<file path="src/pkg/ppi_pkg.sv">
// ppi_pkg: constants and types for the primary bus interface block
// assumes: one mclk domain, synchronous active-high reset
package ppi_pkg;
	localparam int         AD_W       = 32;
	localparam int         CBE_W      = 4;
	localparam logic [3:0] CMD_DUAL   = 4'hd;
	localparam logic [3:0] PARK_CMD   = 4'h0;
	localparam logic       DEASSERTED = 1'b1;
	typedef enum logic [2:0] {
		ppi_idle,
		ppi_park,
		ppi_addr,
		ppi_addr2,
		ppi_data,
		ppi_turn
	} ppi_state_t;
endpackage : ppi_pkg

</file>
<file path="src/pkg/ppi_par_if.sv">
// ppi_par_if: carrier between sequencer and parity unit
// assumes: all signals on mclk
`timescale 1ns/1ns
interface ppi_par_if;
	logic [31:0] ad;
	logic [3:0]  cbe_n;
	logic        drive;
	logic        par;
	logic        par_oe;
	modport seq (output ad, output cbe_n, output drive, input par,
		input par_oe);
	modport par_unit (input ad, input cbe_n, input drive, output par,
		output par_oe);
endinterface : ppi_par_if

</file>
<file path="src/ppi_parity.sv">
// ppi_parity: registered even parity one cycle behind ad drive
// assumes: ad/cbe/drive are the values placed on the pins this cycle
`timescale 1ns/1ns
module ppi_parity (
	// clock and reset
	input  wire logic mclk,
	input  wire logic srst,
	// parity carrier
	ppi_par_if.par_unit pif
);
	logic next_par;
	logic next_oe;
	logic par_q;
	logic oe_q;

	always_comb begin
		next_par = ^{pif.ad, pif.cbe_n};
		next_oe  = pif.drive;
	end

	always_ff @(posedge mclk) begin
		if (srst) begin
			par_q <= 1'b0;
			oe_q  <= 1'b0;
		end else begin
			par_q <= next_par;
			oe_q  <= next_oe;
		end
	end

	assign pif.par    = par_q;
	assign pif.par_oe = oe_q;

	a_par_even: assert property (@(posedge mclk) disable iff (srst)
		pif.drive |=> (pif.par == ^{$past(pif.ad), $past(pif.cbe_n)}))
		else $error("parity not even over ad and cbe");
	a_par_release: assert property (@(posedge mclk) disable iff (srst)
		$fell(pif.drive) |=> !pif.par_oe)
		else $error("parity not released one cycle after ad");
endmodule : ppi_parity

</file>
<file path="src/ppi_primary.sv">
// ppi_primary: primary bus pin sequencer of the bridge
// assumes: pins pass through pad logic outside; inputs are bus-synchronous
`timescale 1ns/1ns
module ppi_primary (
	// clock and reset
	input  wire logic        mclk,
	input  wire logic        srst,
	// grant
	input  wire logic        gnt_n,
	// address/data pins
	input  wire logic [31:0] ad_in,
	output logic      [31:0] ad_out,
	output logic             ad_oe,
	input  wire logic [3:0]  cbe_n_in,
	output logic      [3:0]  cbe_n_out,
	output logic             cbe_oe,
	input  wire logic        par_in,
	output logic             par_out,
	output logic             par_oe,
	// handshake pins
	input  wire logic        frame_n_in,
	output logic             frame_n_out,
	output logic             frame_oe,
	input  wire logic        irdy_n_in,
	output logic             irdy_n_out,
	output logic             irdy_oe,
	input  wire logic        trdy_n_in,
	output logic             trdy_n_out,
	output logic             trdy_oe,
	// initiator request
	input  wire logic        req_valid,
	input  wire logic        req_write,
	input  wire logic        req_dual,
	input  wire logic [3:0]  req_cmd,
	input  wire logic [63:0] req_addr,
	input  wire logic [7:0]  req_beats,
	input  wire logic [31:0] wdata,
	input  wire logic [3:0]  wbe_n,
	input  wire logic        wdata_valid,
	output logic             wdata_take,
	output logic             req_busy,
	output logic      [31:0] rdata,
	output logic             rdata_valid,
	// target read data supply
	input  wire logic        tgt_rd_active,
	input  wire logic [31:0] tgt_rdata,
	input  wire logic        tgt_rdata_valid,
	// parity check result
	output logic             par_err
);
	ppi_pkg::ppi_state_t state, next_state;
	logic [63:0] addr, next_addr;
	logic [7:0]  left, next_left;
	logic        wr, next_wr;
	logic [3:0]  cmd, next_cmd;
	logic        irdy, next_irdy;
	logic        frame_rel, next_frame_rel;
	logic        irdy_rel, next_irdy_rel;
	logic        trdy, next_trdy;
	logic        trdy_rel, next_trdy_rel;
	logic [31:0] ad_d, next_ad_d;
	logic [3:0]  cbe_d, next_cbe_d;
	logic        drv, next_drv;
	logic        check, next_check;
	logic [35:0] rx_q, next_rx_q;
	logic [31:0] rdq, next_rdq;
	logic        rdv, next_rdv;
	logic        perr, next_perr;
	logic        done;
	logic        last;

	ppi_par_if pif ();

	assign pif.ad    = ad_d;
	assign pif.cbe_n = cbe_d;
	assign pif.drive = drv;

	ppi_parity u_par (
		.mclk (mclk),
		.srst (srst),
		.pif  (pif)
	);

	// data phase completes when both ready signals are low
	assign done = !irdy_n_in && !trdy_n_in;
	assign last = (left == 8'h01);

	always_comb begin
		next_state     = state;
		next_addr      = addr;
		next_left      = left;
		next_wr        = wr;
		next_cmd       = cmd;
		next_irdy      = irdy;
		next_frame_rel = 1'b0;
		next_irdy_rel  = 1'b0;
		next_trdy      = 1'b0;
		next_trdy_rel  = 1'b0;
		next_ad_d      = ad_d;
		next_cbe_d     = cbe_d;
		next_drv       = 1'b0;
		next_check     = 1'b0;
		next_rdq       = rdq;
		next_rdv       = 1'b0;
		wdata_take     = 1'b0;
		case (state)
		ppi_pkg::ppi_idle, ppi_pkg::ppi_park: begin
			next_state = ppi_pkg::ppi_idle;
			if (!gnt_n && frame_n_in && irdy_n_in) begin
				if (req_valid) begin
					next_state = req_dual ? ppi_pkg::ppi_addr2
						: ppi_pkg::ppi_addr;
					next_addr  = req_addr;
					next_left  = req_beats;
					next_wr    = req_write;
					next_cmd   = req_cmd;
					next_ad_d  = req_addr[31:0];
					next_cbe_d = req_dual ? ppi_pkg::CMD_DUAL
						: req_cmd;
				end else begin
					next_state = ppi_pkg::ppi_park;
					next_ad_d  = '0;
					next_cbe_d = ppi_pkg::PARK_CMD;
				end
				next_drv = 1'b1;
			end
		end
		ppi_pkg::ppi_addr2: begin
			next_state = ppi_pkg::ppi_addr;
			next_ad_d  = addr[63:32];
			next_cbe_d = cmd;
			next_drv   = 1'b1;
		end
		ppi_pkg::ppi_addr: begin
			next_state = ppi_pkg::ppi_data;
			next_irdy  = !wr || wdata_valid;
			next_ad_d  = wdata;
			next_cbe_d = wbe_n;
			next_drv   = wr;
			wdata_take = wr && wdata_valid;
		end
		ppi_pkg::ppi_data: begin
			next_drv   = wr;
			next_cbe_d = cbe_d;
			if (!irdy && (!wr || wdata_valid)) begin
				next_irdy  = 1'b1;
				next_ad_d  = wdata;
				next_cbe_d = wbe_n;
				wdata_take = wr;
			end
			if (done) begin
				next_check = !wr;
				next_rdq   = ad_in;
				next_rdv   = !wr;
				next_left  = left - 8'h01;
				if (last) begin
					next_state     = ppi_pkg::ppi_turn;
					next_irdy      = 1'b0;
					next_frame_rel = 1'b1;
					next_irdy_rel  = 1'b1;
					next_drv       = 1'b0;
				end else begin
					next_irdy  = wr ? wdata_valid : 1'b1;
					next_ad_d  = wdata;
					next_cbe_d = wbe_n;
					wdata_take = wr && wdata_valid;
				end
			end
		end
		ppi_pkg::ppi_turn: begin
			next_state = ppi_pkg::ppi_idle;
		end
		default: next_state = ppi_pkg::ppi_idle;
		endcase
		// target read data, only while this device is the chosen target
		if (tgt_rd_active && state == ppi_pkg::ppi_idle) begin
			next_state = ppi_pkg::ppi_idle;
			next_drv   = 1'b1;
			next_ad_d  = tgt_rdata;
			next_trdy  = tgt_rdata_valid || (trdy && trdy_n_in == 1'b0
				&& irdy_n_in);
		end
		if (trdy && !next_trdy)
			next_trdy_rel = 1'b1;
		if (!frame_n_in && frame_n_in == 1'b0 && !trdy && state ==
			ppi_pkg::ppi_idle && !tgt_rd_active)
			next_check = 1'b1;
		next_rx_q = {ad_in, cbe_n_in};
		next_perr = check && (^{rx_q, par_in});
	end

	always_ff @(posedge mclk) begin
		if (srst) begin
			state     <= ppi_pkg::ppi_idle;
			addr      <= '0;
			left      <= '0;
			wr        <= 1'b0;
			cmd       <= '0;
			irdy      <= 1'b0;
			frame_rel <= 1'b0;
			irdy_rel  <= 1'b0;
			trdy      <= 1'b0;
			trdy_rel  <= 1'b0;
			ad_d      <= '0;
			cbe_d     <= '0;
			drv       <= 1'b0;
			check     <= 1'b0;
			rx_q      <= '0;
			rdq       <= '0;
			rdv       <= 1'b0;
			perr      <= 1'b0;
		end else begin
			state     <= next_state;
			addr      <= next_addr;
			left      <= next_left;
			wr        <= next_wr;
			cmd       <= next_cmd;
			irdy      <= next_irdy;
			frame_rel <= next_frame_rel;
			irdy_rel  <= next_irdy_rel;
			trdy      <= next_trdy;
			trdy_rel  <= next_trdy_rel;
			ad_d      <= next_ad_d;
			cbe_d     <= next_cbe_d;
			drv       <= next_drv;
			check     <= next_check;
			rx_q      <= next_rx_q;
			rdq       <= next_rdq;
			rdv       <= next_rdv;
			perr      <= next_perr;
		end
	end

	logic own_init;
	assign own_init = state == ppi_pkg::ppi_addr
		|| state == ppi_pkg::ppi_addr2 || state == ppi_pkg::ppi_data;

	// pins: _n outputs are low when asserted
	assign ad_out      = ad_d;
	assign ad_oe       = drv;
	assign cbe_n_out   = cbe_d;
	assign cbe_oe      = drv || own_init || state == ppi_pkg::ppi_park;
	assign par_out     = pif.par;
	assign par_oe      = pif.par_oe;
	// frame low until the final phase; high through that phase, then one more cycle
	assign frame_n_out = frame_rel ? ppi_pkg::DEASSERTED
		: !(own_init && !(state == ppi_pkg::ppi_data && last && irdy));
	assign frame_oe    = own_init || frame_rel;
	assign irdy_n_out  = irdy_rel ? ppi_pkg::DEASSERTED : !irdy;
	assign irdy_oe     = state == ppi_pkg::ppi_data || irdy_rel;
	assign trdy_n_out  = trdy_rel ? ppi_pkg::DEASSERTED : !trdy;
	assign trdy_oe     = trdy || trdy_rel;
	assign req_busy    = state != ppi_pkg::ppi_idle
		&& state != ppi_pkg::ppi_park;
	assign rdata       = rdq;
	assign rdata_valid = rdv;
	assign par_err     = perr;

	a_park_drive: assert property (@(posedge mclk) disable iff (srst)
		(state == ppi_pkg::ppi_park) |-> ad_oe && cbe_oe)
		else $error("parked bus not driven");
	a_park_par: assert property (@(posedge mclk) disable iff (srst)
		$rose(ad_oe) |=> par_oe)
		else $error("parity not driven after ad");
	a_irdy_hold: assert property (@(posedge mclk) disable iff (srst)
		(irdy_oe && !irdy_n_out && trdy_n_in) |=> !irdy_n_out)
		else $error("initiator ready dropped early");
	a_frame_pulse: assert property (@(posedge mclk) disable iff (srst)
		frame_rel |-> frame_oe && frame_n_out ##1 !frame_rel)
		else $error("frame release pulse wrong");
	a_trdy_pulse: assert property (@(posedge mclk) disable iff (srst)
		trdy_rel |-> trdy_oe && trdy_n_out)
		else $error("target ready release not high");
	a_no_drive_idle: assert property (@(posedge mclk) disable iff (srst)
		(state == ppi_pkg::ppi_idle && !tgt_rd_active && gnt_n)
		|=> !ad_oe || state != ppi_pkg::ppi_idle)
		else $error("ad driven without ownership");
	c_park: cover property (@(posedge mclk) state == ppi_pkg::ppi_park);
	c_dual: cover property (@(posedge mclk) state == ppi_pkg::ppi_addr2);
	c_last: cover property (@(posedge mclk) frame_rel);
	c_perr: cover property (@(posedge mclk) par_err);
endmodule : ppi_primary
</file>
<file path="config.mk">
export PLATFORM = sky130hd
export DESIGN_NAME = ppi_primary
export DESIGN_NICKNAME = d
export VERILOG_FILES = /design/src/pkg/ppi_pkg.sv /design/src/pkg/ppi_par_if.sv /design/src/ppi_parity.sv /design/src/ppi_primary.sv
export SDC_FILE = /design/constraint.sdc
export NUM_CORES = 1
export LEC_CHECK = 0
export ABC_CLOCK_PERIOD_IN_PS = 2300
export BUFFER_PORTS_ARGS = -buffer_cell sky130_fd_sc_hd__buf_2
export CAP_MARGIN = 20
export CELL_PAD_IN_SITES_DETAIL_PLACEMENT = 0
export CELL_PAD_IN_SITES_GLOBAL_PLACEMENT = 2
export CORE_MARGIN = 3
export CORE_UTILIZATION = 28
export DETAILED_ROUTE_END_ITERATION = 12
export GPL_TIMING_DRIVEN = 1
export HOLD_SLACK_MARGIN = 0.05
export PLACE_DENSITY_LB_ADDON = 0.1
export SLEW_MARGIN = 0
export SYNTH_ARGS = -nofsm -noshare
export SYNTH_HDL_FRONTEND = slang
export SYNTH_HIERARCHICAL = 1
export SYNTH_SLANG_ARGS = --single-unit
</file>
<file path="constraint.sdc">
create_clock -name mclk -period 2.3 [get_ports mclk]
set_input_delay 0.46 -clock mclk [delete_from_list [all_inputs] [get_ports mclk]]
set_output_delay 0.46 -clock mclk [all_outputs]
set_load 0.02 [all_outputs]
</file>
Word level (Yosys, flattened, before mapping)
Index checks and enable logic that the tools add are counted.
- register bits: 194
- input bits: 193
- output and inout port bits: 82
- logic and storage cells: 139
- add/sub/neg operators: 1
- equal/unequal tests: 12
- mux-type cells: 47
- bitwise logic cells: 4
- reductions and logical operators: 56
- operators with widths (cell ; count):
    32-bit two-way mux ; 6
    32-bit one-hot mux with 4 select lines ; 1
    37-bit parity ; 1
    36-bit parity ; 1
    4-bit two-way mux ; 6
    8-bit two-way mux ; 3
    1-bit two-way mux ; 21
    1-bit logical AND ; 18
    4-bit one-hot mux with 4 select lines ; 1
    8-bit one-hot mux with 2 select lines ; 1
    3-bit one-hot mux with 4 select lines ; 1
    1-bit zero test ; 11
    2-bit AND reduction ; 5
    1-bit logical OR ; 9
    8-bit by 1-bit == test with 1-bit output, second input constant ; 1
    2-bit inequality test, second input constant ; 4
    8-bit by 1-bit subtractor with 8-bit output, second input constant ; 1
    3-bit by 2-bit == test with 1-bit output, second input constant ; 2
    3-bit two-way mux ; 2
    3-bit inequality test, second input constant ; 2
    5-bit nonzero test ; 1
    2-bit two-way mux ; 2
    1-bit NOT ; 4
    1-bit one-hot mux with 2 select lines ; 2
    12 further kinds ; 14

Depth between registers and ports, before layout
Gate-level depths: netlist of the first run.
- depth in word-level cells: 8
- depth in mapped cells: 9
- mapped depth without buffers: 6

Modules after synthesis
Netlist of the first run, hierarchy kept.
- modules (own cells, without submodules) (module ; instances ; cells an instance ; area each (um^2) ; seq. area each (um^2)):
    ppi_primary ; 1 ; 1010 ; 8008.9 ; 3203.1
    ppi_parity ; 1 ; 38 ; 379.1 ; 40.0

Worst setup path after synthesis of the first run
No wires, ideal clock.
- path kind: register to output
- start: reg state[2]
- end: out wdata_take
- data arrival time: 1.627 ns
- required time: 1.840 ns
- setup slack: 0.213 ns
- stages on the path, launching flop included: 8
- buffers on the path: 4
- cells stage by stage: dfxtp_1 > buf_4 > or3b_1 > clkbuf_1 > buf_2 > buf_1 > a21oi_1 > o211a_1
- word-level cells in the longest chain between the ends: 2
- elaborated cells on any way between the ends: 3
- classes of those cells: eq/ne: 2; mux: 1
- RTL lines (element ; RTL line ; source):
    start, declared ; ppi_primary.sv:51 ; ppi_pkg::ppi_state_t state, next_state;
    start signal, assigned ; ppi_primary.sv:194 ; state <= ppi_pkg::ppi_idle;
    start signal, assigned ; ppi_primary.sv:213 ; state <= next_state;
    3-bit == test / 3-bit by 2-bit == test with 1-bit output (equally long branches) ; ppi_primary.sv:106 ; case (state)
    1-bit one-hot mux with 2 select lines (*) ; ppi_primary.sv:106 ;
    end, declared ; ppi_primary.sv:40 ; output logic wdata_take,
Mark *: on every way between the ends. The rest lies on a longest branch, timed or not.

Final worst setup path of the first run
- start: reg left[2]
- end: out wdata_take
- word-level cells in the longest chain between the ends: 4
- RTL lines (element ; RTL line ; source):
    start, declared ; ppi_primary.sv:53 ; logic [7:0] left, next_left;
    start signal, assigned ; ppi_primary.sv:215 ; left <= next_left;
    8-bit by 1-bit == test with 1-bit output ; ppi_primary.sv:86 ; assign last = (left == 8'h01);
    1-bit two-way mux ; ppi_primary.sv:156 ; if (last) begin
    1-bit two-way mux ; ppi_primary.sv:151 ; if (done) begin
    1-bit one-hot mux with 2 select lines ; ppi_primary.sv:106 ;
No other way between the ends.

==> qor_table.md, run 1 <==
| Step | Quantity | Reported |
| --- | --- | --- |
| layout | Filler Cell Count | 3129 |
| power and ir drop | Power per unit of standard cell area | 691.9 mW/mm2 |
| layout | Post-route standard cell area excluding fillers | 0.01105 mm2 |
| synth | Most used flip-flop cell after synthesis | sky130_fd_sc_hd__dfxtp_1 |
| floorplanning | Count of boundary I/O pins | 275 |
| place | Post-place setup slack | -0.2308 ns |
| layout | Share of the core filled with cells in the final layout | 38.00% |
| synth | Top cell type by total area after synthesis | sky130_fd_sc_hd__dfxtp_1 |
| layout | Number of nets in the finished design | 1493 |
| flow run | Max-cap viol count | 0 |
| clock tree | Number of clock sinks seen by CTS | 162 |
| place | Detailed placer's ending HPWL | 23.06 mm |
| synth | Cell variety after synth | 57 |
| floorplanning | Core Rows | 62 |
| worst setup path | Type of element launching the critical path | flop |
| synth | Post-synthesis instance area | 0.008388 mm2 |
| power and ir drop | Sequential Power Share | 39.8% |
| sta | Final Worst Setup Slack | 0.01600 ns |
| grt | Overall fraction of global-route tracks in use | 21.07% |
| synth | Register bit total from synthesis | 162 |
| power and ir drop | Combinational share of power | 19.8% |
| drt | Antenna-violating nets left | 0 |
| floorplanning | Initial standard-cell utilization of the core | 28.83% |
| layout | Area occupied by multi-input gates | 0.004818 mm2 |
| sta | Ratio of final minimum period to clock period | 99.30% |
| power and ir drop | Power Internal | 0.005394 W |
| sta | Post-route setup TNS | 0 ns |
| drt | Count of routing violations after the opening detailed-route iteration | 702 |
| worst setup path | Slowest cell on crit path | sky130_fd_sc_hd__dfxtp_4 |
| layout | Area taken by flip-flops and latches | 0.003253 mm2 |
| drt | Number of vias per cell | 5.043 |
| worst setup path | Peak fanout along the critical path | 5 |
| grt | Sum of overflow across all layers after global routing | 0 |
| drt | DRC viols | 0 |
| place | Placer congestion estimate | 0.7887 |
| power and ir drop | Fraction of power spent switching nets | 29.47% |
| drt | Routed length per instance | 20.36 um |
| sta | Fin crit period | 2.284 ns |
| clock tree | Buffer depth of the longest clock path | 2 |
| clock tree | Worst-path clk slew | 0.07 ns |
| worst setup path | Setup Crit Path Kind | reg -> out |
| sta | Least-Margin Pin Slew | 0.6188 ns |
| sta | Worst Clk Skew | 0.01339 ns |
| worst setup path | Largest stage delay on the critical path | 0.37 ns |
| synth | Number of warnings printed during yosys synthesis | 6 |
| place | Port-buffer cells | 274 |
| clock tree | CTS tree | done |
| grt | Initial antenna violation count | 3 |
| worst setup path | Critical path data required time | 1.84 ns |
| synth | Mean instance size in the synthesized netlist | 8.004 um2 |
| synth | Post-synth top area share | 38.66% |
| grt | Pin count of the biggest net entering global routing | 59 |
| worst setup path | Number of buffer and inverter instances along the worst setup path | 1 |
| sta | Setup repair after global routing missed its margin | yes |
| drt | Vias | 8548 |
| clock tree | Clock buffers created by TritonCTS | 17 |
| drt | Post-Route WL | 34.50 mm |
| drt | Iteration count of the initial detailed-routing pass | 8 |
| layout | Layout cells sized above 1 | 30.38% |
| synth | Number of nets produced by synthesis | 1243 |
| synth | Top area cells in the synthesized netlist | sky130_fd_sc_hd__dfxtp_1 39%, sky130_fd_sc_hd__nand2_1 8.0%, sky130_fd_sc_hd__a21oi_1 7.0% |
| floorplanning | Die width | 179.1 um |
| worst setup path | Delay-heaviest family, CP | compound AO/OA/AOI/OAI gates |
| power and ir drop | Clock Power Share | 40.3% |
| power and ir drop | Static Leakage | 4.356 nW |
| sta | Fin. Hold Viols | 0 |
| clock tree | Clock latency on the worst-skew pair | 0.43 ns |
| worst setup path | CP arrival | 1.82 ns |
| synth | Gate count of the mapped netlist | 1048 |
| worst hold path | Worst hold-check path type | in -> reg |
| worst setup path | Element type at the critical path end | primary output |
| sta | Setup violators final | 0 |
| clock tree | Cts-stage hold buffer count | 0 |
| power and ir drop | Switching Power | 0.002254 W |
| worst setup path | Chain of cells forming the critical path | nor4_4, a311o_2, a21oi_2, o211a_1, buf_6 |
| layout | Area growth from synthesis to layout | 31.77% |
| sta | Worst slew slack as a fraction of its limit | 58.65% |
| layout | Non-filler cells in the finished layout | 1695 |
| status | Result of the run | finished, final reports clean |
| clock tree | Maximum level of the CTS H-tree | 4 |
| place | Cell Area, Placed | 0.01032 mm2 |
| power and ir drop | Peak supply drop | 0.4776 mV |
| grt | First-pass GRT wire length | 51.41 mm |
| floorplanning | Die Height | 179.1 um |
| synth | Number of synthesized flops with an enable pin | 0 |
| synth | Share of synthesized registers carrying an async set or reset | 0% |
| synth | Register area share after synthesis | 38.66% |
| clock tree | Cell chosen for the clock root | sky130_fd_sc_hd__clkbuf_16 |
| worst setup path | Worst setup slack for register-to-register paths | 0.14 ns |
| floorplanning | Full die area | 0.03207 mm2 |
| place | Number of cells after detailed placement | 1655 |
| sta | Number of slew-limit violations in the final report | 0 |
| sta | Fmax | 0.4378 GHz |
| grt | Vias in the first global route | 8533 |
| floorplanning | Core Region | 0.02909 mm2 |
[layer usage]
metal / part of all wire (%) / GRT usage, % / vias to the layer above
met4: 1.9 / 6.429 / 4
met1: 45 / 27.65 / 3983
li1: - / - / 4222
met2: 47 / 35.01 / 303
met5: 0.061 / 0 / -
met3: 6.1 / 4.024 / 36
[synth_stat cells (all sizes together) (5+ instances only)]
library cell / number
nor3: 44
a2111oi: 32
nor2: 52
xor2: 6
xnor2: 52
a211oi: 5
nand2: 179
buf: 26
a21o: 37
inv: 6
nand2b: 10
a21oi: 117
nor2b: 43
nand3: 38
a222oi: 32
xnor3: 6
dfxtp: 162
clkbuf: 67
mux2i: 5
o21ai: 81
[worst paths after layout]
path                            cells past startpoint   startpoint    endpoint
worst max register to register                      7     state[1]  ad_out[13]
worst min register to register                      2     rdata[4]    rdata[4]
worst max-delay path                                5      left[2]  wdata_take
worst min-delay path                                2  cbe_n_in[2]     rx_q[2]
[registers in the layout, summed over array words and instances (netlist names), 3 cells and up]
| register | flops |
|---|---|
| ad_out | 32 |
| addr | 32 |
| cbe_n_out | 4 |
| cmd | 4 |
| left | 8 |
| rdata | 32 |
| rx_q | 36 |
| state | 3 |
[power groups by stage]
| stage | sequential (W) | clock (W) | combinational, W |
|---|---|---|---|
| 6_report | 0.00305 | 0.00308 | 0.00152 |
| 5_1_grt | 0.00306 | 0.00329 | 0.00165 |
| 4_1_cts | 0.00305 | 0.00320 | 0.00153 |
| 3_5_place_dp | 0.00311 | 0 | 0.00151 |
| 3_3_place_gp | 0.00311 | 0 | 0.00151 |
| 2_1_floorplan | 0.00315 | 0 | 0.000881 |
[layout by cell type, fill, tap and decap left out, types with 32 or more instances in the layout]
master,netlist,final
sky130_fd_sc_hd__nor2_1,51,50
sky130_fd_sc_hd__a222oi_1,32,32
sky130_fd_sc_hd__buf_4,6,42
sky130_fd_sc_hd__nand3_1,38,38
sky130_fd_sc_hd__o21ai_0,81,81
sky130_fd_sc_hd__buf_2,13,271
sky130_fd_sc_hd__a21o_1,37,37
sky130_fd_sc_hd__xnor2_1,52,52
sky130_fd_sc_hd__nor3_1,40,40
sky130_fd_sc_hd__dfxtp_1,162,156
sky130_fd_sc_hd__nor2b_1,43,41
sky130_fd_sc_hd__a21oi_1,117,114
sky130_fd_sc_hd__nand2_1,179,178
[what timing repair did]
| item | CTS | global route |
|---|---|---|
| endpoints found under the setup margin | 36 | 10 |
| pin swaps | 2 | 4 |
| resized for setup | 12 | 7 |
| cloned | 1 | 0 |
| buffers inserted | 5 | 2 |
[logic make-up after synthesis]
logic type	after synthesis	synth area share (%)
buffers and inverters	100	5.221
adder cells (fa/ha/maj)	2	0.2983
XOR/XNOR	64	7.667
flip-flops	162	38.66
AO/OA/AOI/OAI	327	25.90
multiplexers	6	0.7756
AND/OR/NAND/NOR	387	21.48
[metrics by stage]
step / power, W / hold WS (ns)
2_1_floorplan: 0.004035 / 0.4360
3_3_place_gp: 0.004619 / 0.4389
3_5_place_dp: 0.004616 / 0.4448
4_1_cts: 0.007776 / 0.2234
5_1_grt: 0.007998 / 0.2263
6_report: 0.007648 / 0.2464
[layout make-up]
class / count / area share (%)
timing repair buffer: 323 / 16.78
sequential: 162 / 29.43
clock buffer: 17 / 3.849
antenna: 1 / 0.02264
multi-input combinational: 787 / 43.59
tap: 384 / 4.347
inverter: 7 / 0.2377
clock inverter: 14 / 1.743
(Power assumes the default switching activity.)
==> inputs of run 2 (changes only) <==
- ABC_CLOCK_PERIOD_IN_PS: 2300 -> 2650
- CORE_UTILIZATION: 28 -> 31
- clock period: 2.3 -> 2.65 ns (I/O delays scaled with it)
==> qor_table.md, run 2 (synthesis gave the netlist of run 1 again) <==
| Step | Quantity | Reported | Change |
| --- | --- | --- | --- |
| status | Result of the run | finished, final reports clean | unchanged |
| power and ir drop | Power per unit of standard cell area | 605.9 mW/mm2 | was 691.9 mW/mm2 |
| sta | Setup violators final | 0 | unchanged |
| drt | DRC viols | 0 | unchanged |
| clock tree | Post-CTS repair timing setup buffer count | 0 | was 5 |
| worst setup path | Slowest cell on crit path | sky130_fd_sc_hd__nor4_4 | was sky130_fd_sc_hd__dfxtp_4 |
| sta | Final-layout worst hold slack | 0.2991 ns | was 0.2464 ns |
| place | Detailed placer's ending HPWL | 22.07 mm | was 23.06 mm |
| power and ir drop | Peak supply drop | 0.3146 mV | was 0.4776 mV |
| clock tree | Buffer depth of the longest clock path | 2 | unchanged |
| layout | Number of flip-flops in the largest register | 36 | unchanged |
| layout | Post-route standard cell area excluding fillers | 0.01080 mm2 | was 0.01105 mm2 |
| grt | Vias in the first global route | 8531 | was 8533 |
| clock tree | Clock buffers created by TritonCTS | 17 | unchanged |
| clock tree | Number of clock sinks seen by CTS | 162 | unchanged |
| grt | Initial antenna violation count | 2 | was 3 |
| layout | Layout cells sized above 1 | 29.07% | was 30.38% |
| drt | Post-Route WL | 33.26 mm | was 34.50 mm |
| layout | Number of nets in the finished design | 1479 | was 1493 |
| clock tree | Maximum level of the CTS H-tree | 4 | unchanged |
| worst setup path | Type of element launching the critical path | flop | unchanged |
| place | Cell Area, Placed | 0.01016 mm2 | was 0.01032 mm2 |
| layout | Top reg by flops | rx_q | unchanged |
| place | Placer congestion estimate | 0.7978 | was 0.7887 |
| floorplanning | Full die area | 0.02907 mm2 | was 0.03207 mm2 |
| grt | Met1 track utilization from global routing | 29.00% | was 27.65% |
| grt | Pin count of the biggest net entering global routing | 71 | was 59 |
| layout | Total inserted antenna cells | 0 | was 1 |
| sta | Post-route setup TNS | 0 ns | unchanged |
| floorplanning | Core Rows | 59 | was 62 |
| worst setup path | CP arrival | 1.99 ns | was 1.82 ns |
| worst setup path | Element type at the critical path end | primary output | unchanged |
| worst setup path | Largest stage delay on the critical path | 0.45 ns | was 0.37 ns |
| drt | Antenna-violating nets left | 0 | unchanged |
| grt | First-pass GRT wire length | 49.73 mm | was 51.41 mm |
| sta | Fin crit period | 2.517 ns |  |
| grt | Overall fraction of global-route tracks in use | 22.10% | was 21.07% |
| flow run | Max-cap viol count | 0 | unchanged |
| drt | Count of routing violations after the opening detailed-route iteration | 716 | was 702 |
| clock tree | Cell chosen for the clock root | sky130_fd_sc_hd__clkbuf_16 | unchanged |
| power and ir drop | Pwr Total | 0.006541 W | was 0.007648 W |
| layout | Filler Cell Count | 2756 | was 3129 |
| layout | Most used cells in the layout excluding fill and tap cells | 273 x sky130_fd_sc_hd__buf_2, 177 x sky130_fd_sc_hd__nand2_1, 158 x sky130_fd_sc_hd__dfxtp_1, 116 x sky130_fd_sc_hd__a21oi_1, 81 x sky130_fd_sc_hd__o21ai_0 | was 271 x sky130_fd_sc_hd__buf_2, 178 x sky130_fd_sc_hd__nand2_1, 156 x sky130_fd_sc_hd__dfxtp_1, 114 x sky130_fd_sc_hd__a21oi_1, 81 x sky130_fd_sc_hd__o21ai_0 |
| sta | Ratio of final minimum period to clock period | 94.98% |  |
| layout | Share of the core filled with cells in the final layout | 40.97% | was 38.00% |
| drt | Number of vias per cell | 5.297 | was 5.043 |
| floorplanning | Initial standard-cell utilization of the core | 31.83% | was 28.83% |
| floorplanning | Count of boundary I/O pins | 275 | unchanged |
| worst setup path | Setup Crit Path Kind | reg -> out | unchanged |
| power and ir drop | Static Leakage | 4.287 nW | was 4.356 nW |
| clock tree | CTS tree | done | unchanged |
| sta | Worst slew slack as a fraction of its limit | 32.36% | was 58.65% |
| clock tree | Clock latency on the worst-skew pair | 0.44 ns | was 0.43 ns |
| grt | Sum of overflow across all layers after global routing | 0 | unchanged |
| layout | Area growth from synthesis to layout | 28.71% | was 31.77% |
| grt | Met2 GRT Util | 36.11% | was 35.01% |
| worst setup path | Peak fanout along the critical path | 5 | unchanged |
| sta | Number of slew-limit violations in the final report | 0 | unchanged |
| sta | Fmax | 0.3973 GHz |  |
| drt | Routed length per instance | 20.38 um | was 20.36 um |
| drt | Vias | 8645 | was 8548 |
| floorplanning | Core Region | 0.02635 mm2 | was 0.02909 mm2 |
| sta | Least-Margin Pin Slew | 1.014 ns | was 0.6188 ns |
| layout | Commonest non-fill, non-tap cell in the layout | sky130_fd_sc_hd__buf_2 | unchanged |
| worst hold path | Worst hold-check path type | in -> reg | unchanged |
| grt | Global routing met3 resource utilization | 4.552% | was 4.024% |
| place | Port-buffer cells | 274 | unchanged |
| floorplanning | Die width | 170.5 um | was 179.1 um |
| worst setup path | Delay-heaviest family, CP | compound AO/OA/AOI/OAI gates | unchanged |
| clock tree | Cts-stage hold buffer count | 0 | unchanged |
| worst setup path | Number of buffer and inverter instances along the worst setup path | 1 | unchanged |
| grt | Layer with the highest usage after global routing | met2 | unchanged |
| sta | Fin. Hold Viols | 0 | unchanged |
| sta | Worst Clk Skew | 0.01563 ns | was 0.01339 ns |
| sta | Setup repair after global routing missed its margin | no | was yes |
| floorplanning | Die Height | 170.5 um | was 179.1 um |
| worst setup path | Critical path data required time | 2.12 ns | was 1.84 ns |
| drt | Iteration count of the initial detailed-routing pass | 6 | was 8 |
| clock tree | Worst-path clk slew | 0.08 ns | was 0.07 ns |
| worst setup path | Chain of cells forming the critical path | nor4_4, a311o_2, a21oi_1, o211a_1, buf_2 | was nor4_4, a311o_2, a21oi_2, o211a_1, buf_6 |
## run 2: cell count changes in the layout (fill, tap and decap cells not counted), sizes merged
cell / previous run / this run
buf: 323 / 309
diode: 1 / 0
clkinvlp: 2 / 0
bufinv: 3 / 0
clkinv: 3 / 9
## run 2: cell type report
class | count | area (um2) | area share (%)
inverter | 7 | 26.28 | 0.2434
clock inverter | 15 | 198.9 | 1.843
clock buffer | 17 | 425.4 | 3.940
multi-input combinational | 787 | 4788 | 44.35
sequential | 162 | 3248 | 30.08
timing repair buffer | 309 | 1690 | 15.66
tap | 335 | 419.2 | 3.882
## run 2: stage by stage
step	std cells	setup WS [ns]
after floorplan	1048	0.4628
after global placement	1599	0.08826
after detailed placement	1599	0.06223
after CTS	1631	0.08240
after global routing	1632	0.0009106
final	1632	0.1331
## run 2: repair_timing
action | CTS | global route
endpoints found under the setup margin | 3 | 21
cloned | 0 | 1
pin swaps | 0 | 2
resized for setup | 1 | 2
## run 2: final timing paths
kind	to	slack [ns]	start	depth (start not counted)
worst max-delay path	wdata_take	0.13	left[5]	5
worst min-delay path	rx_q[3]	0.30	cbe_n_in[3]	2
worst max register to register	ad_out[31]	0.23	state[1]	5
worst min register to register	rdata[21]	0.45	rdata[21]	2
## run 2: metal layers
metal | part of all wire [%] | vias to the layer above
met5 | 0.069 | -
met4 | 2.2 | 4
met3 | 6.8 | 56
met2 | 47 | 341
met1 | 44 | 4052
li1 | - | 4192
## run 2: power by group
group,total (W),switching (W),internal (W)
clock,0.00260,0.00130,0.00130
combinational,0.00130,0.000692,0.000609
sequential,0.00264,0.0000987,0.00254
==> inputs of run 3 (changes only) <==
- PLACE_DENSITY: default -> 0.83
- PLACE_DENSITY_LB_ADDON: 0.1 -> default
==> qor_table.md, run 3 (synthesis gave the netlist of run 1 again) <==
| Step | Quantity | Reported | Change |
| --- | --- | --- | --- |
| floorplanning | Initial standard-cell utilization of the core | 31.83% | unchanged |
| floorplanning | Die width | 170.5 um | unchanged |
| layout | Number of nets in the finished design | 1475 | was 1479 |
| worst hold path | Worst hold-check path type | in -> reg | unchanged |
| power and ir drop | Fraction of power spent switching nets | 31.66% | was 32.00% |
| place | Post-place setup slack | 0.09476 ns | was 0.06223 ns |
| worst setup path | Delay-heaviest family, CP | compound AO/OA/AOI/OAI gates | unchanged |
| place | Cell Area, Placed | 0.01015 mm2 | was 0.01016 mm2 |
| drt | Count of routing violations after the opening detailed-route iteration | 744 | was 716 |
| place | Port-buffer cells | 274 | unchanged |
| grt | Pin count of the biggest net entering global routing | 100 | was 71 |
| clock tree | Buffer depth of the longest clock path | 2 | unchanged |
| floorplanning | Count of boundary I/O pins | 275 | unchanged |
| worst setup path | CP arrival | 2.00 ns | was 1.99 ns |
| drt | Wire length on met3 | 2.192 mm | was 2.260 mm |
| worst setup path | Element type at the critical path end | primary output | unchanged |
| power and ir drop | Power Internal | 0.004451 W | was 0.004448 W |
| floorplanning | Die Height | 170.5 um | unchanged |
| grt | Vias in the first global route | 8290 | was 8531 |
| worst setup path | Slowest cell on crit path | sky130_fd_sc_hd__nor4_4 | unchanged |
| sta | Final-layout worst hold slack | 0.3098 ns | was 0.2991 ns |
| status | Result of the run | finished, final reports clean | unchanged |
| layout | Non-filler cells in the finished layout | 1629 | was 1632 |
| clock tree | Cell chosen for the clock root | sky130_fd_sc_hd__clkbuf_16 | unchanged |
| floorplanning | Core Rows | 59 | unchanged |
| worst setup path | Number of buffer and inverter instances along the worst setup path | 1 | unchanged |
| worst setup path | Critical path data required time | 2.12 ns | about the same |
| place | Placer congestion estimate | 0.8110 | was 0.7978 |
| clock tree | CTS tree | done | unchanged |
| drt | Iteration count of the initial detailed-routing pass | 8 | was 6 |
| power and ir drop | Clock Power Share | 39.6% | was 39.8% |
| floorplanning | Core Region | 0.02635 mm2 | unchanged |
| sta | Fin crit period | 2.529 ns | was 2.517 ns |
| drt | DRC viols | 0 | unchanged |
| sta | Fmax | 0.3955 GHz | was 0.3973 GHz |
| worst setup path | Chain of cells forming the critical path | nor4_4, a311o_2, a21oi_1, o211a_1, buf_2 | unchanged |
| place | Number of cells after detailed placement | 1596 | was 1599 |
| sta | Final Worst Setup Slack | 0.1215 ns | was 0.1331 ns |
| layout | Post-route standard cell area excluding fillers | 0.01078 mm2 | was 0.01080 mm2 |
| sta | Setup violators final | 0 | unchanged |
| grt | Initial antenna violation count | 3 | was 2 |
| drt | Post-Route WL | 32.40 mm | was 33.26 mm |
| place | Detailed placer's ending HPWL | 21.45 mm | was 22.07 mm |
| layout | Most used cells in the layout excluding fill and tap cells | 273 x sky130_fd_sc_hd__buf_2, 179 x sky130_fd_sc_hd__nand2_1, 159 x sky130_fd_sc_hd__dfxtp_1, 116 x sky130_fd_sc_hd__a21oi_1, 81 x sky130_fd_sc_hd__o21ai_0 | was 273 x sky130_fd_sc_hd__buf_2, 177 x sky130_fd_sc_hd__nand2_1, 158 x sky130_fd_sc_hd__dfxtp_1, 116 x sky130_fd_sc_hd__a21oi_1, 81 x sky130_fd_sc_hd__o21ai_0 |
| worst setup path | Setup Crit Path Kind | reg -> out | unchanged |
| power and ir drop | Power per unit of standard cell area | 604.0 mW/mm2 | was 605.9 mW/mm2 |
| sta | Worst slew slack as a fraction of its limit | 43.67% | was 32.36% |
| layout | Top reg by flops | rx_q | unchanged |
| drt | Vias | 8566 | was 8645 |
| worst setup path | Peak fanout along the critical path | 5 | unchanged |
| drt | Top Metal Used | met5 | unchanged |
| sta | Number of slew-limit violations in the final report | 0 | unchanged |
| clock tree | Maximum level of the CTS H-tree | 4 | unchanged |
| power and ir drop | Switching Power | 0.002062 W | was 0.002093 W |
| drt | Number of vias per cell | 5.258 | was 5.297 |
| drt | Antenna-violating nets left | 0 | unchanged |
| grt | Overall fraction of global-route tracks in use | 21.54% | was 22.10% |
| power and ir drop | Combinational share of power | 19.8% | was 19.9% |
| power and ir drop | Sequential Power Share | 40.6% | was 40.3% |
| layout | Area growth from synthesis to layout | 28.55% | was 28.71% |
| grt | Sum of overflow across all layers after global routing | 0 | unchanged |
| floorplanning | Full die area | 0.02907 mm2 | unchanged |
| layout | Layout cells sized above 1 | 28.54% | was 29.07% |
| sta | Setup repair after global routing missed its margin | no | unchanged |
| drt | M1 wire length | 14.20 mm | was 14.77 mm |
| layout | Number of flip-flops in the largest register | 36 | unchanged |
| clock tree | Number of clock sinks seen by CTS | 162 | unchanged |
| sta | Fin. Hold Viols | 0 | unchanged |
| drt | Routed length per instance | 19.89 um | was 20.38 um |
| worst setup path | Type of element launching the critical path | flop | unchanged |
| sta | Least-Margin Pin Slew | 0.8449 ns | was 1.014 ns |
| grt | First-pass GRT wire length | 48.14 mm | was 49.73 mm |
| layout | Commonest non-fill, non-tap cell in the layout | sky130_fd_sc_hd__buf_2 | unchanged |
| clock tree | Clock latency on the worst-skew pair | 0.44 ns | about the same |
| sta | Post-route setup TNS | 0 ns | unchanged |
| flow run | Max-cap viol count | 0 | unchanged |
| clock tree | Clock buffers created by TritonCTS | 17 | unchanged |
| power and ir drop | Static Leakage | 4.274 nW | was 4.287 nW |
| power and ir drop | Peak supply drop | 0.3531 mV | was 0.3146 mV |
| sta | Worst Clk Skew | 0.01741 ns | was 0.01563 ns |
| drt | Routed wl met2 | 15.14 mm | was 15.47 mm |
| worst setup path | Largest stage delay on the critical path | 0.45 ns | about the same |
| clock tree | Worst-path clk slew | 0.07 ns | was 0.08 ns |
| sta | Ratio of final minimum period to clock period | 95.42% | was 94.98% |
## run 3: cell types whose count changed in the layout (fill, tap and decap cells not counted)
cell	before	now
sky130_fd_sc_hd__dfxtp_1	158	159
sky130_fd_sc_hd__buf_4	31	26
sky130_fd_sc_hd__nor2_2	1	0
sky130_fd_sc_hd__nand2_2	2	0
sky130_fd_sc_hd__nand2_1	177	179
sky130_fd_sc_hd__inv_8	3	4
sky130_fd_sc_hd__and2_2	2	1
sky130_fd_sc_hd__clkinv_8	6	5
sky130_fd_sc_hd__and2_1	1	2
sky130_fd_sc_hd__buf_12	4	6
sky130_fd_sc_hd__diode_2	0	1
sky130_fd_sc_hd__dfxtp_2	4	3
## run 3: cell type report
cell class / instances / area, um2
Fill cell: 2778 / 15570
Multi-Input combinational cell: 786 / 4776
Sequential cell: 162 / 3247
Timing Repair Buffer: 306 / 1693
Clock buffer: 17 / 425.4
Tap cell: 335 / 419.2
Clock inverter: 15 / 193.9
Inverter: 7 / 26.28
Antenna cell: 1 / 2.502
## run 3: path summary, 6_finish.rpt
path | cells after the start | endpoint | startpoint | slack (ns)
max reg2reg | 7 | ad_out[4] | state[1] | 0.23
max | 5 | wdata_take | left[2] | 0.12
min | 2 | rx_q[1] | cbe_n_in[1] | 0.31
min reg2reg | 2 | rdata[25] | rdata[25] | 0.45
## run 3: power groups by stage
stage          Sequential [W]  Clock (W)  Combinational (W)
2_1_floorplan         0.00274          0           0.000764
3_3_place_gp          0.00269          0            0.00128
3_5_place_dp          0.00270          0            0.00129
4_1_cts               0.00264    0.00264            0.00130
5_1_grt               0.00266    0.00274            0.00140
6_report              0.00264    0.00258            0.00129
## run 3: routing by layer
layer / up-vias / global-route usage (%)
met5: - / 0
met2: 314 / 34.85
met1: 4014 / 28.76
li1: 4181 / -
met3: 53 / 4.113
met4: 4 / 7.795
## run 3: what timing repair did
action                     4_1_cts  5_1_grt
setup endpoints to repair        0        4
resized for setup                0        3
buffers inserted                 0        0
hold buffers                     0        0
## run 3: stage by stage
stage               total power (W)  utilization [%]
CTS                        0.006579            40.87
detailed placement         0.003989            38.52
global route               0.006794            40.92
floorplan                  0.003502                -
finish                     0.006512            40.92
global placement           0.003979            38.52
